$ cat config.mk
export PLATFORM = sky130hd
export DESIGN_NAME = ssps_top
export DESIGN_NICKNAME = d
export VERILOG_FILES = /design/src/ssps_pkg.sv /design/src/ssps_stat_if.sv /design/src/ssps_pin_sel.sv /design/src/ssps_top.sv
export SDC_FILE = /design/constraint.sdc
export NUM_CORES = 1
export LEC_CHECK = 0
export CORE_MARGIN = 1
export CORE_UTILIZATION = 60
export DETAILED_ROUTE_END_ITERATION = 10
export DONT_BUFFER_PORTS = 1
export PLACE_DENSITY = 0.76
export SETUP_SLACK_MARGIN = 0.02
export SYNTH_ARGS = -nofsm -noshare
export SYNTH_HDL_FRONTEND = slang
export SYNTH_SLANG_ARGS = --single-unit
$ cat constraint.sdc
create_clock -name I_CLOCK -period 4.5 [get_ports I_CLOCK]
set_clock_uncertainty 0.15 [all_clocks]
set_input_delay 0.675 -clock I_CLOCK [delete_from_list [all_inputs] [get_ports I_CLOCK]]
set_output_delay 0.675 -clock I_CLOCK [all_outputs]
set_load 0.01 [all_outputs]
$ cat src/ssps_pkg.sv
// constants shared by the status output pin selector
//==============================================================
package ssps_pkg;
    //==========================================================
    // register byte offsets
    localparam logic [7:0] OFS_PIN_A = 8'h00;
    localparam logic [7:0] OFS_PIN_B = 8'h04;
    localparam logic [7:0] OFS_PIN_C = 8'h08;
    localparam logic [7:0] OFS_IRQ_STAT = 8'h0C;
    localparam logic [7:0] OFS_IRQ_MASK = 8'h10;
    localparam logic [7:0] OFS_CTRL = 8'h14;
    //==========================================================
    // config field layout: [5:0] select, [6] invert
    localparam int unsigned CFG_INV = 6;
    localparam int unsigned CTRL_CCA_LSB = 0;
    localparam int unsigned CTRL_RSSI_LSB = 8;
    localparam int unsigned CTRL_RXTHR_LSB = 16;
    localparam int unsigned IRQ_N = 5;
    //==========================================================
    // selection codes
    localparam logic [5:0] SEL_RX_THR_EOP = 6'h00;
    localparam logic [5:0] SEL_TX_UNDER = 6'h05;
    localparam logic [5:0] SEL_CCA = 6'h09;
    localparam logic [5:0] SEL_SER_CLK = 6'h0B;
    localparam logic [5:0] SEL_HIZ = 6'h2E;
    localparam logic [5:0] SEL_CLK_DIV = 6'h3F;
    localparam logic [7:0] TEMP_CODE = 8'h80;
    //==========================================================
    // values after reset
    localparam logic [7:0] RST_PIN_A = 8'h3F;
    localparam logic [7:0] RST_PIN_B = 8'h2E;
    localparam logic [7:0] RST_PIN_C = 8'h00;
    localparam logic [31:0] RST_CTRL = 32'h000F_0001;
    //==========================================================
    // crystal clock divider
    localparam int unsigned CLK_DIV = 192;
    localparam logic [6:0] DIV_HALF = 7'(CLK_DIV / 2);
endpackage

$ cat src/ssps_stat_if.sv
// internal status levels offered to every pin selector
`timescale 1ns/10ps
interface ssps_stat_if;
    logic rx_above;
    logic under;
    logic cca;
    logic ser_clk;
    logic div_clk;
    modport src (output rx_above, under, cca, ser_clk, div_clk);
    modport dst (input rx_above, under, cca, ser_clk, div_clk);
endinterface // ssps_stat_if

$ cat src/ssps_pin_sel.sv
// one pin's signal selector
`timescale 1ns/10ps
module ssps_pin_sel (
    // configuration
    input wire logic [5:0] i_sel,
    input wire logic i_inv,
    // status levels
    ssps_stat_if.dst st,
    // pin
    output logic o_level,
    output logic o_drive
);
    import ssps_pkg::*;

    logic raw;

    //==========================================================
    // decode the select code
    always_comb begin
        o_drive = 1'b1;
        case (i_sel)
            SEL_RX_THR_EOP: raw = st.rx_above;
            SEL_TX_UNDER: raw = st.under;
            SEL_CCA: raw = st.cca;
            SEL_SER_CLK: raw = st.ser_clk;
            SEL_CLK_DIV: raw = st.div_clk;
            SEL_HIZ: begin
                raw = 1'b0;
                o_drive = 1'b0;
            end
            default: raw = 1'b0;
        endcase
    end

    // inversion applies after selection; released pins stay low
    assign o_level = o_drive & (raw ^ i_inv);
endmodule // ssps_pin_sel

$ cat src/ssps_top.sv
// status output pin selector with apb registers
`timescale 1ns/10ps
module ssps_top (
    // clock, reset, enable
    input wire logic I_CLOCK,
    input wire logic I_RST_N,
    input wire logic I_CLK_EN,
    // apb slave
    input wire logic I_PSEL,
    input wire logic I_PENABLE,
    input wire logic I_PWRITE,
    input wire logic [7:0] I_PADDR,
    input wire logic [31:0] I_PWDATA,
    output logic [31:0] O_PRDATA,
    output logic O_PREADY,
    output logic O_PSLVERR,
    // radio status, same clock
    input wire logic [6:0] I_RX_FILL,
    input wire logic I_RX_EOP,
    input wire logic I_TX_UNDERFLOW,
    input wire logic I_TX_FLUSH,
    input wire logic [7:0] I_RSSI,
    input wire logic I_RX_BUSY,
    input wire logic I_SER_CLK,
    input wire logic I_SYNC_MODE,
    // chip select pin, asynchronous
    input wire logic I_CS_N,
    // output pins
    output logic O_PIN_A,
    output logic O_PIN_A_OE_N,
    output logic O_TEMP_EN,
    output logic O_PIN_B,
    output logic O_PIN_B_OE_N,
    output logic O_PIN_C,
    output logic O_PIN_C_OE_N,
    // interrupt
    output logic O_IRQ
);
    import ssps_pkg::*;

    ssps_stat_if st_if ();

    logic ce;
    logic setup;
    logic access;
    logic wr_en;

    logic [7:0] cfg_a_q;
    logic [7:0] cfg_b_q;
    logic [7:0] cfg_c_q;
    logic [31:0] ctrl_q;
    logic [IRQ_N-1:0] irq_st_q;
    logic [IRQ_N-1:0] irq_st_d;
    logic [IRQ_N-1:0] irq_mask_q;
    logic [IRQ_N-1:0] irq_ev;

    logic [31:0] prdata_q;
    logic err_q;

    logic cs_s1_q;
    logic cs_s2_q;
    logic cs_s3_q;
    logic cs_n_q;

    logic [6:0] div_cnt_q;
    logic div_q;
    logic eop_q;
    logic under_q;

    logic [6:0] rx_lim;
    logic [1:0] channel_assess_mode;
    logic cca_lvl;

    logic [2:0] lvl;
    logic [2:0] drv;
    logic [2:0] lvl_q;
    logic [2:0] oe_n_q;
    logic temp_q;
    logic temp_sel;

    assign ce = I_CLK_EN;

    //==========================================================
    // apb decode
    //==========================================================
    // zero wait states: read data is caught in the setup cycle
    assign setup = I_PSEL & ~I_PENABLE;
    assign access = I_PSEL & I_PENABLE;
    assign O_PREADY = ce; // a frozen block holds the access
    assign O_PSLVERR = access & err_q;
    assign O_PRDATA = prdata_q;
    assign wr_en = access & I_PWRITE & ce & ~err_q;

    // is the address one of ours
    function automatic logic mapped(input logic [7:0] a);
        case (a)
            OFS_PIN_A, OFS_PIN_B, OFS_PIN_C: mapped = 1'b1;
            OFS_IRQ_STAT, OFS_IRQ_MASK, OFS_CTRL: mapped = 1'b1;
            default: mapped = 1'b0;
        endcase
    endfunction

    // write strobe for one offset
    function automatic logic wr_hit(input logic en, input logic [7:0] a,
                                    input logic [7:0] ofs);
        wr_hit = en & (a == ofs);
    endfunction

    //==========================================================
    // read data and error, captured at setup
    always_ff @(posedge I_CLOCK) begin
        if (!I_RST_N) begin
            prdata_q <= 32'h0000_0000;
            err_q <= 1'b0;
        end else if (ce && setup) begin
            err_q <= ~mapped(I_PADDR);
            case (I_PADDR)
                OFS_PIN_A: prdata_q <= {24'h00_0000, cfg_a_q};
                OFS_PIN_B: prdata_q <= {24'h00_0000, cfg_b_q};
                OFS_PIN_C: prdata_q <= {24'h00_0000, cfg_c_q};
                OFS_IRQ_STAT: prdata_q <= {20'h0_0000, under_q, lvl_q, 3'h0, irq_st_q};
                OFS_IRQ_MASK: prdata_q <= {27'h000_0000, irq_mask_q};
                OFS_CTRL: prdata_q <= ctrl_q;
                default: prdata_q <= 32'h0000_0000;
            endcase
        end
    end

    //==========================================================
    // per-pin configuration registers, each written alone
    always_ff @(posedge I_CLOCK) begin
        if (!I_RST_N) begin
            cfg_a_q <= RST_PIN_A;
            cfg_b_q <= RST_PIN_B;
            cfg_c_q <= RST_PIN_C;
        end else begin
            if (wr_hit(wr_en, I_PADDR, OFS_PIN_A)) begin
                cfg_a_q <= I_PWDATA[7:0];
            end
            if (wr_hit(wr_en, I_PADDR, OFS_PIN_B)) begin
                cfg_b_q <= I_PWDATA[7:0];
            end
            if (wr_hit(wr_en, I_PADDR, OFS_PIN_C)) begin
                cfg_c_q <= I_PWDATA[7:0];
            end
        end
    end

    //==========================================================
    // control and interrupt mask
    always_ff @(posedge I_CLOCK) begin
        if (!I_RST_N) begin
            ctrl_q <= RST_CTRL;
            irq_mask_q <= '0;
        end else begin
            if (wr_hit(wr_en, I_PADDR, OFS_CTRL)) begin
                ctrl_q <= I_PWDATA & 32'h000F_FF03;
            end
            if (wr_hit(wr_en, I_PADDR, OFS_IRQ_MASK)) begin
                irq_mask_q <= I_PWDATA[IRQ_N-1:0];
            end
        end
    end

    //==========================================================
    // sticky interrupt status, write one to clear
    // events: pin a/b/c rising, tx underflow, rx packet end
    assign irq_ev = {I_RX_EOP, I_TX_UNDERFLOW, lvl & ~lvl_q};

    always_comb begin
        irq_st_d = irq_st_q;
        if (wr_hit(wr_en, I_PADDR, OFS_IRQ_STAT)) begin
            irq_st_d = irq_st_d & ~I_PWDATA[IRQ_N-1:0];
        end
        // a new event beats a clear in the same cycle
        irq_st_d = irq_st_d | irq_ev;
    end

    always_ff @(posedge I_CLOCK) begin
        if (!I_RST_N) begin
            irq_st_q <= '0;
        end else if (ce) begin
            irq_st_q <= irq_st_d;
        end
    end

    assign O_IRQ = |(irq_st_q & irq_mask_q);

    //==========================================================
    // chip select synchroniser, three stages
    //==========================================================
    always_ff @(posedge I_CLOCK) begin
        if (!I_RST_N) begin
            cs_s1_q <= 1'b1;
            cs_s2_q <= 1'b1;
            cs_s3_q <= 1'b1;
            cs_n_q <= 1'b1;
        end else if (ce) begin
            cs_s1_q <= I_CS_N;
            cs_s2_q <= cs_s1_q;
            cs_s3_q <= cs_s2_q;
            // accept a change only once two stages agree
            if (cs_s2_q == cs_s3_q) begin
                cs_n_q <= cs_s3_q;
            end
        end
    end

    //==========================================================
    // crystal clock divided by the divider constant
    //==========================================================
    // runs from reset so the host can be clocked from it
    always_ff @(posedge I_CLOCK) begin
        if (!I_RST_N) begin
            div_cnt_q <= 7'h00;
            div_q <= 1'b0;
        end else if (ce) begin
            if (div_cnt_q == DIV_HALF - 7'h01) begin
                div_cnt_q <= 7'h00;
                div_q <= ~div_q;
            end else begin
                div_cnt_q <= div_cnt_q + 7'h01;
            end
        end
    end

    //==========================================================
    // rx threshold and packet end
    //==========================================================
    // limit is four bytes per threshold step, up to 64
    assign rx_lim = {1'b0, ctrl_q[CTRL_RXTHR_LSB +: 4], 2'b00} + 7'h04;

    always_ff @(posedge I_CLOCK) begin
        if (!I_RST_N) begin
            eop_q <= 1'b0;
        end else if (ce) begin
            // packet end holds until the fifo runs empty
            if (I_RX_EOP) begin
                eop_q <= 1'b1;
            end else if (I_RX_FILL == 7'h00) begin
                eop_q <= 1'b0;
            end
        end
    end

    assign st_if.rx_above = (I_RX_FILL > rx_lim) | eop_q;

    //==========================================================
    // tx underflow flag
    //==========================================================
    always_ff @(posedge I_CLOCK) begin
        if (!I_RST_N) begin
            under_q <= 1'b0;
        end else if (ce) begin
            // underflow wins over a flush in the same cycle
            if (I_TX_UNDERFLOW) begin
                under_q <= 1'b1;
            end else if (I_TX_FLUSH) begin
                under_q <= 1'b0;
            end
        end
    end

    assign st_if.under = under_q;

    //==========================================================
    // clear channel assessment
    //==========================================================
    assign channel_assess_mode = ctrl_q[CTRL_CCA_LSB +: 2];

    always_comb begin
        case (channel_assess_mode)
            2'h0: cca_lvl = 1'b1;
            2'h1: cca_lvl = I_RSSI < ctrl_q[CTRL_RSSI_LSB +: 8];
            2'h2: cca_lvl = ~I_RX_BUSY;
            2'h3: cca_lvl = (I_RSSI < ctrl_q[CTRL_RSSI_LSB +: 8]) & ~I_RX_BUSY;
            default: cca_lvl = 1'b0;
        endcase
    end

    assign st_if.cca = cca_lvl;
    assign st_if.ser_clk = I_SER_CLK & I_SYNC_MODE;
    assign st_if.div_clk = div_q;

    //==========================================================
    // pin selectors
    //==========================================================
    ssps_pin_sel u_sel_a (
        .i_sel(cfg_a_q[5:0]),
        .i_inv(cfg_a_q[CFG_INV]),
        .st(st_if),
        .o_level(lvl[0]),
        .o_drive(drv[0])
    );

    ssps_pin_sel u_sel_b (
        .i_sel(cfg_b_q[5:0]),
        .i_inv(cfg_b_q[CFG_INV]),
        .st(st_if),
        .o_level(lvl[1]),
        .o_drive(drv[1])
    );

    ssps_pin_sel u_sel_c (
        .i_sel(cfg_c_q[5:0]),
        .i_inv(cfg_c_q[CFG_INV]),
        .st(st_if),
        .o_level(lvl[2]),
        .o_drive(drv[2])
    );

    // the whole byte must match, not only the select field
    assign temp_sel = (cfg_a_q == TEMP_CODE);

    //==========================================================
    // registered pin drivers
    always_ff @(posedge I_CLOCK) begin
        if (!I_RST_N) begin
            lvl_q <= 3'h0;
            oe_n_q <= 3'h7;
            temp_q <= 1'b0;
        end else if (ce) begin
            lvl_q <= lvl;
            temp_q <= temp_sel;
            oe_n_q[0] <= ~drv[0] | temp_sel;
            // pin b belongs to the serial bus while selected
            oe_n_q[1] <= ~drv[1] | ~cs_n_q;
            oe_n_q[2] <= ~drv[2];
        end
    end

    assign O_PIN_A = lvl_q[0];
    assign O_PIN_B = lvl_q[1];
    assign O_PIN_C = lvl_q[2];
    assign O_PIN_A_OE_N = oe_n_q[0];
    assign O_PIN_B_OE_N = oe_n_q[1];
    assign O_PIN_C_OE_N = oe_n_q[2];
    assign O_TEMP_EN = temp_q;
endmodule // ssps_top
## Yosys cells after proc, flatten, opt, wreduce, memory -nomap -nowiden

Index checks and enable logic that the tools add are counted.

- Bits in registers: 102
- Bits in latches: 0
- RAM bits: 0
- Memory bits (read-only): 0
- Input bits: 68
- Output and inout bits: 42
- Logic and storage cells: 116
- Memories kept: 0

- Add/sub/neg operators: 2
- Multipliers: 0
- Div/mod/pow operators: 0
- Order comparisons: 2
- Equal/unequal tests: 26
- Shifts and indexed selects: 0
- Multiplexer cells: 17
- Bitwise operators: 35
- Reduce and logical (&&, ||, !) cells: 15

Operators with widths:

| kind | count |
|---|---|
| 20-bit case mux with 6 select lines | 1 |
| 6-bit by 4-bit equality test with 1-bit output, second input constant | 6 |
| 6-bit equality test, second input constant | 6 |
| 6-bit by 3-bit equality test with 1-bit output, second input constant | 3 |
| 6-bit logical NOT | 3 |
| 1-bit bitwise AND | 17 |
| 8-bit by 4-bit equality test with 1-bit output, second input constant | 2 |
| 8-bit by 5-bit equality test with 1-bit output, second input constant | 2 |
| 1-bit case mux with 5 select lines | 3 |
| 5-bit bitwise AND | 2 |
| 1-bit two-way mux | 10 |
| 8-bit by 3-bit equality test with 1-bit output, second input constant | 1 |
| 8-bit equality test, second input constant | 1 |
| 8-bit logical NOT | 1 |
| 8-bit < comparator | 1 |
| 2-bit AND reduction | 4 |
| 6-bit by 3-bit adder with 7-bit output, second input constant | 1 |
| 7-bit by 1-bit adder with 7-bit output, second input constant | 1 |
| 7-bit equality test, second input constant | 1 |
| 7-bit greater-than comparator | 1 |
| 7-bit logical NOT | 1 |
| 7-bit two-way mux | 1 |
| 1-bit inverter | 6 |
| 6-bit OR reduction | 1 |
| other kinds (15) | 21 |

## Depth between registers and ports, before layout

- Depth in word-level cells: 8
- Depth in mapped cells: 10
- Mapped depth without buffers: 10

## Modules after synthesis

From an unflattened synthesis, not the netlist that was laid out.

- Cells, all modules: 531
- Area total of the unflattened synthesis: 4638.2 sq um

By module, submodules not included:

| module | instances | cells an instance | area each (sq um) |
|---|---|---|---|
| ssps_top | 1 | 483 | 4296.6 |
| ssps_pin_sel | 3 | 16 | 113.9 |

## Worst setup path before layout

OpenSTA, ideal clock, no wires.

- Path kind: input to register
- From: in I_PADDR[6]
- To: reg cfg_c_q[0]
- Library setup time: 0.116 ns
- Arrival: 2.409 ns
- Path slack: 1.825 ns
- Stages: 7
- Cell sequence: or4_4 > or3_4 > nor2_2 > and3_1 > buf_4 > mux2i_1 > nor2b_1

- Word-level cells in the longest chain between the ends: 2

Ends and longest elaborated chain:

| item | RTL line | RTL |
|---|---|---|
| start, declared | ssps_top.sv:12 | `input wire logic [7:0] I_PADDR,` |
| 8-bit by 4-bit equality test with 1-bit output | ssps_top.sv:106 | `wr_hit = en & (a == ofs);` |
| 1-bit bitwise AND | ssps_top.sv:106 |  |
| end signal, assigned | ssps_top.sv:144 | `cfg_c_q <= I_PWDATA[7:0];` |
| end, declared | ssps_top.sv:50 | `logic [7:0] cfg_c_q;` |

No other way between the ends.
A chain may end at the register's enable or synchronous reset.

## Worst setup path after layout

- From: reg ctrl_q[18]
- To: reg irq_st_q[0]

- Word-level cells in the longest chain between the ends: 8

Ends and longest elaborated chain:

| item | RTL line | RTL |
|---|---|---|
| start, declared | ssps_top.sv:51 | `logic [31:0] ctrl_q;` |
| start signal, assigned | ssps_top.sv:157 | `ctrl_q <= I_PWDATA & 32'h000F_FF03;` |
| 6-bit by 3-bit adder with 7-bit output | ssps_top.sv:231 | `assign rx_lim = {1'b0, ctrl_q[CTRL_RXTHR_LSB +: 4], 2'b00} + 7'h04;` |
| 7-bit greater-than comparator | ssps_top.sv:246 | `assign st_if.rx_above = (I_RX_FILL > rx_lim) \| eop_q;` |
| 1-bit bitwise OR | ssps_top.sv:246 |  |
| 1-bit case mux with 5 select lines | ssps_pin_sel.sv:21 | `case (i_sel)` |
| 1-bit bitwise XOR | ssps_pin_sel.sv:36 | `assign o_level = o_drive & (raw ^ i_inv);` |
| 1-bit bitwise AND | ssps_pin_sel.sv:36 |  |
| 3-bit bitwise AND | ssps_top.sv:168 | `assign irq_ev = {I_RX_EOP, I_TX_UNDERFLOW, lvl & ~lvl_q};` |
| 5-bit bitwise OR | ssps_top.sv:176 | `irq_st_d = irq_st_d \| irq_ev;` |
| end signal, assigned | ssps_top.sv:183 | `irq_st_q <= irq_st_d;` |
| end, declared | ssps_top.sv:52 | `logic [IRQ_N-1:0] irq_st_q;` |

No other way between the ends.

==> results by group <==
Yosys
  – Syn Inst Count: 532
  – Syn. warnings: 0
  – Area contributors post-synth: dfxtp_1 40%, nand2_1 7.7%, mux2i_1 6.6%
  – Mean area per synthesized cell: around 8.6 um^2
  – Netlist Area Pre-Place: about 4600 um^2
  – Synth cell types: 53
  – EDFF count, synth: 0
  – Share of the synthesized area in the top cell type: about 40%
  – FF+latch count, synth: 90
  – Top_reg_cell synth: dfxtp_1
  – Sequential fraction of the synthesis area: about two fifths
  – Fraction of registers with async set/reset: 0%
  – Count leader, synth: nand2_1
  – Top cells by instance count after synthesis: 93 x nand2_1, 90 x dfxtp_1, 30 x mux2i_1, 30 x nand3_1, 24 x nor2b_1
  – Largest area contributor in the netlist: dfxtp_1

STA
  – Setup TNS: 0 ns
  – Fin. Hold Viols: 0
  – Setup violations, final: 0
  – RSZ-0062 raised after global routing: no
  – Slew Viols, Final: 0
  – Worst-margin pin slew: between 0.8 and 0.9 ns
  – Slew HR: between 40% and 50%
  – FMAX: 0.342 GHz
  – Tcrit/Tclk final: 65.0%
  – Minimum clock period: 2.92 ns

Routing
  – Post-route DRC: 0
  – Drt pass-1 iters: 5
  – Final ANT Viol Nets: 0
  – Total Wirelength: around 11,000 um
  – DR vias: roughly 3,800
  – DR iter-0 viols: roughly 360
  – DR WL/cell: 17.6 um
  – Vias/cell: 6.11

Die
  – Initial Util: between 60% and 70%
  – Site row count: 31
  – Chip width: 89.2 um
  – Die ar.: around 8000 um^2
  – Die Span Y: slightly below 90 um
  – I/O pin count: 110
  – Core Area: 7290 um^2

Min path
  – Hold depth: 1
  – Hold EP: cfg_b_q[3]$_SDFFE_PN1P_
  – Path type of the worst min-delay path: input port to flop
  – Hold path startpoint: I_RST_N

Setup path
  – WP data arrival: between 3 and 4 ns
  – Reg2reg path depth: 10
  – CP Capture Type: flop
  – Reg2reg setup slack: ~1.6 ns
  – CP Class: flop to flop
  – Crit path max fanout: 5
  – Crit start category: flop
  – Worst reg2reg path endpoint: irq_st_q[0]$_SDFFE_PN0P_
  – CP Data Required Time: 4.61 ns
  – R2R Path Start: ctrl_q[18]$_SDFFE_PN1P_

Cells and area
  – Final nets: 597
  – Layout cells sized above 1: 5.38%
  – Design area: between 4000 and 5000 um^2
  – Antenna diodes: 0
  – Area grow syn2layout: 3.79%

GRT
  – Antenna violations before repair: 0
  – Largest net degree at the start of global routing: 92
  – GRT Util Overall: between 20% and 30%
  – Number of global-route vias before repair: roughly 3,400
  – First-pass GRT wire length: between 15,000 and 20,000 um
  – Congestion Overflow GR: 0

Placement
  – Routability cong.: approximately 0.93
  – Post-DP HPWL: approximately 7700 um
  – PortBufs: 0
  – Placed cell areas: about 4500 um^2

Clocking
  – CTS Hold Buffers Added: 0
  – Max Root-Sink Buffers: 2
  – Reg clk slew, reported paths: roughly 0.1 ns
  – Htree depth: 3
  – Post-CTS Setup Inserts: 0
  – TritonCTS clock tree: built
  – CTS Sinks: 90
  – PostCTS Resize Cnt: 0
  – Worst skew pair latency: roughly 0.37 ns
  – Root Driver: clkbuf_8
  – CTS buffer count: 9

Pwr
  – Pwr per Cell Area: 312 nW/um^2
  – LEAKAGE: around 0.0017 uW
  – Worst vdd rail ir drop: approximately 0.21 mV
  – Total power: around 1500 uW

Run status
  – Status: completed

Flow run
  – Max-Cap Viols: 0
-- power by group --
group	switching, uW	internal [uW]	total [uW]
Combinational	36.0	32.4	68.4
Clock	310	280	590
Sequential	11.1	806	817
Total	357	1120	1470
-- layout by cell type (no fill, tap or decap), types with 9 or more instances in the layout --
master     n
nand3_1   30
nor2b_1   24
and2_1    10
conb_1    12
xnor2_1    9
inv_1     16
a21boi_0  22
mux2i_1   30
o21ai_0   20
dfxtp_1   90
ha_1      14
nor2_1    17
nand2_1   93
clkbuf_8  10
a22oi_1   11
a21oi_1   10
-- cells by family (layout without fill, tap and decap cells) --
group	Yosys count	after routing	synth area share [%]
compound gates	98	98	14.6
xor+xnor	11	11	2.11
fa+ha+maj	14	14	3.84
buf+inv	55	32	5.76
flops	90	90	39.5
mux	34	34	8.56
other cells	1	12	0.0822
simple gates	229	229	25.5
-- flip-flops by register name, indices dropped and copies added, names as in the netlist, 5 cells and up --
signal / count
O_PRDATA: 20
ctrl_q: 14
cfg_a_q: 8
cfg_b_q: 8
cfg_c_q: 8
div_cnt_q: 7
irq_mask_q: 5
irq_st_q: 5
-- worst max path at each step --
stage	cells after the start	startpoint	slack, ns	endpoint
after floorplan	7	I_PADDR[6]	1.82	cfg_c_q[0]$_SDFFE_PN0P_
after global placement	6	I_PADDR[6]	1.38	cfg_c_q[4]$_SDFFE_PN0P_
after detailed placement	6	I_PADDR[6]	1.35	cfg_c_q[2]$_SDFFE_PN0P_
after CTS	10	ctrl_q[18]$_SDFFE_PN1P_	1.64	irq_st_q[0]$_SDFFE_PN0P_
after global routing	10	ctrl_q[18]$_SDFFE_PN1P_	1.44	irq_st_q[0]$_SDFFE_PN0P_
final	10	ctrl_q[18]$_SDFFE_PN1P_	1.58	irq_st_q[0]$_SDFFE_PN0P_
-- through the flow --
step	instances	utilization [%]	hold slack [ns]	worst slack (ns)
after floorplan	543	-	0.291	1.82
after global placement	603	62.0	0.301	1.38
after detailed placement	603	62.0	0.306	1.35
after CTS	619	64.9	0.223	1.64
after global routing	619	64.9	0.218	1.44
final	619	64.9	0.228	1.58
-- critical path, cell delays in order (launching register included) --
cell and delay, ns:
dfxtp_1 0.43, nand3_1 0.11, xor2_1 0.16, ha_1 0.33
nand4_1 0.11, or4_1 0.52, o21ai_0 0.23, o221ai_1 0.23
xnor2_1 0.25, nor4_1 0.08, a31o_2 0.22
-- cell type report --
| type | instances | area (um^2) |
|---|---|---|
| clock buffer | 10 | 138 |
| sequential | 90 | 1800 |
| multi-input combinational | 398 | 2540 |
| tap | 99 | 124 |
| clock inverter | 6 | 72.6 |
| fill | 635 | 2560 |
| inverter | 16 | 60.1 |
-- layer usage --
metal | vias to the layer above | track usage, % | wire length, um
met5 | - | 0 | 0
met4 | 0 | 11.1 | 210
met3 | 20 | 5.82 | 1040
met2 | 173 | 43.7 | 4940
met1 | 1773 | 38.6 | 4690
li1 | 1818 | - | -
(Power assumes the default switching activity.)
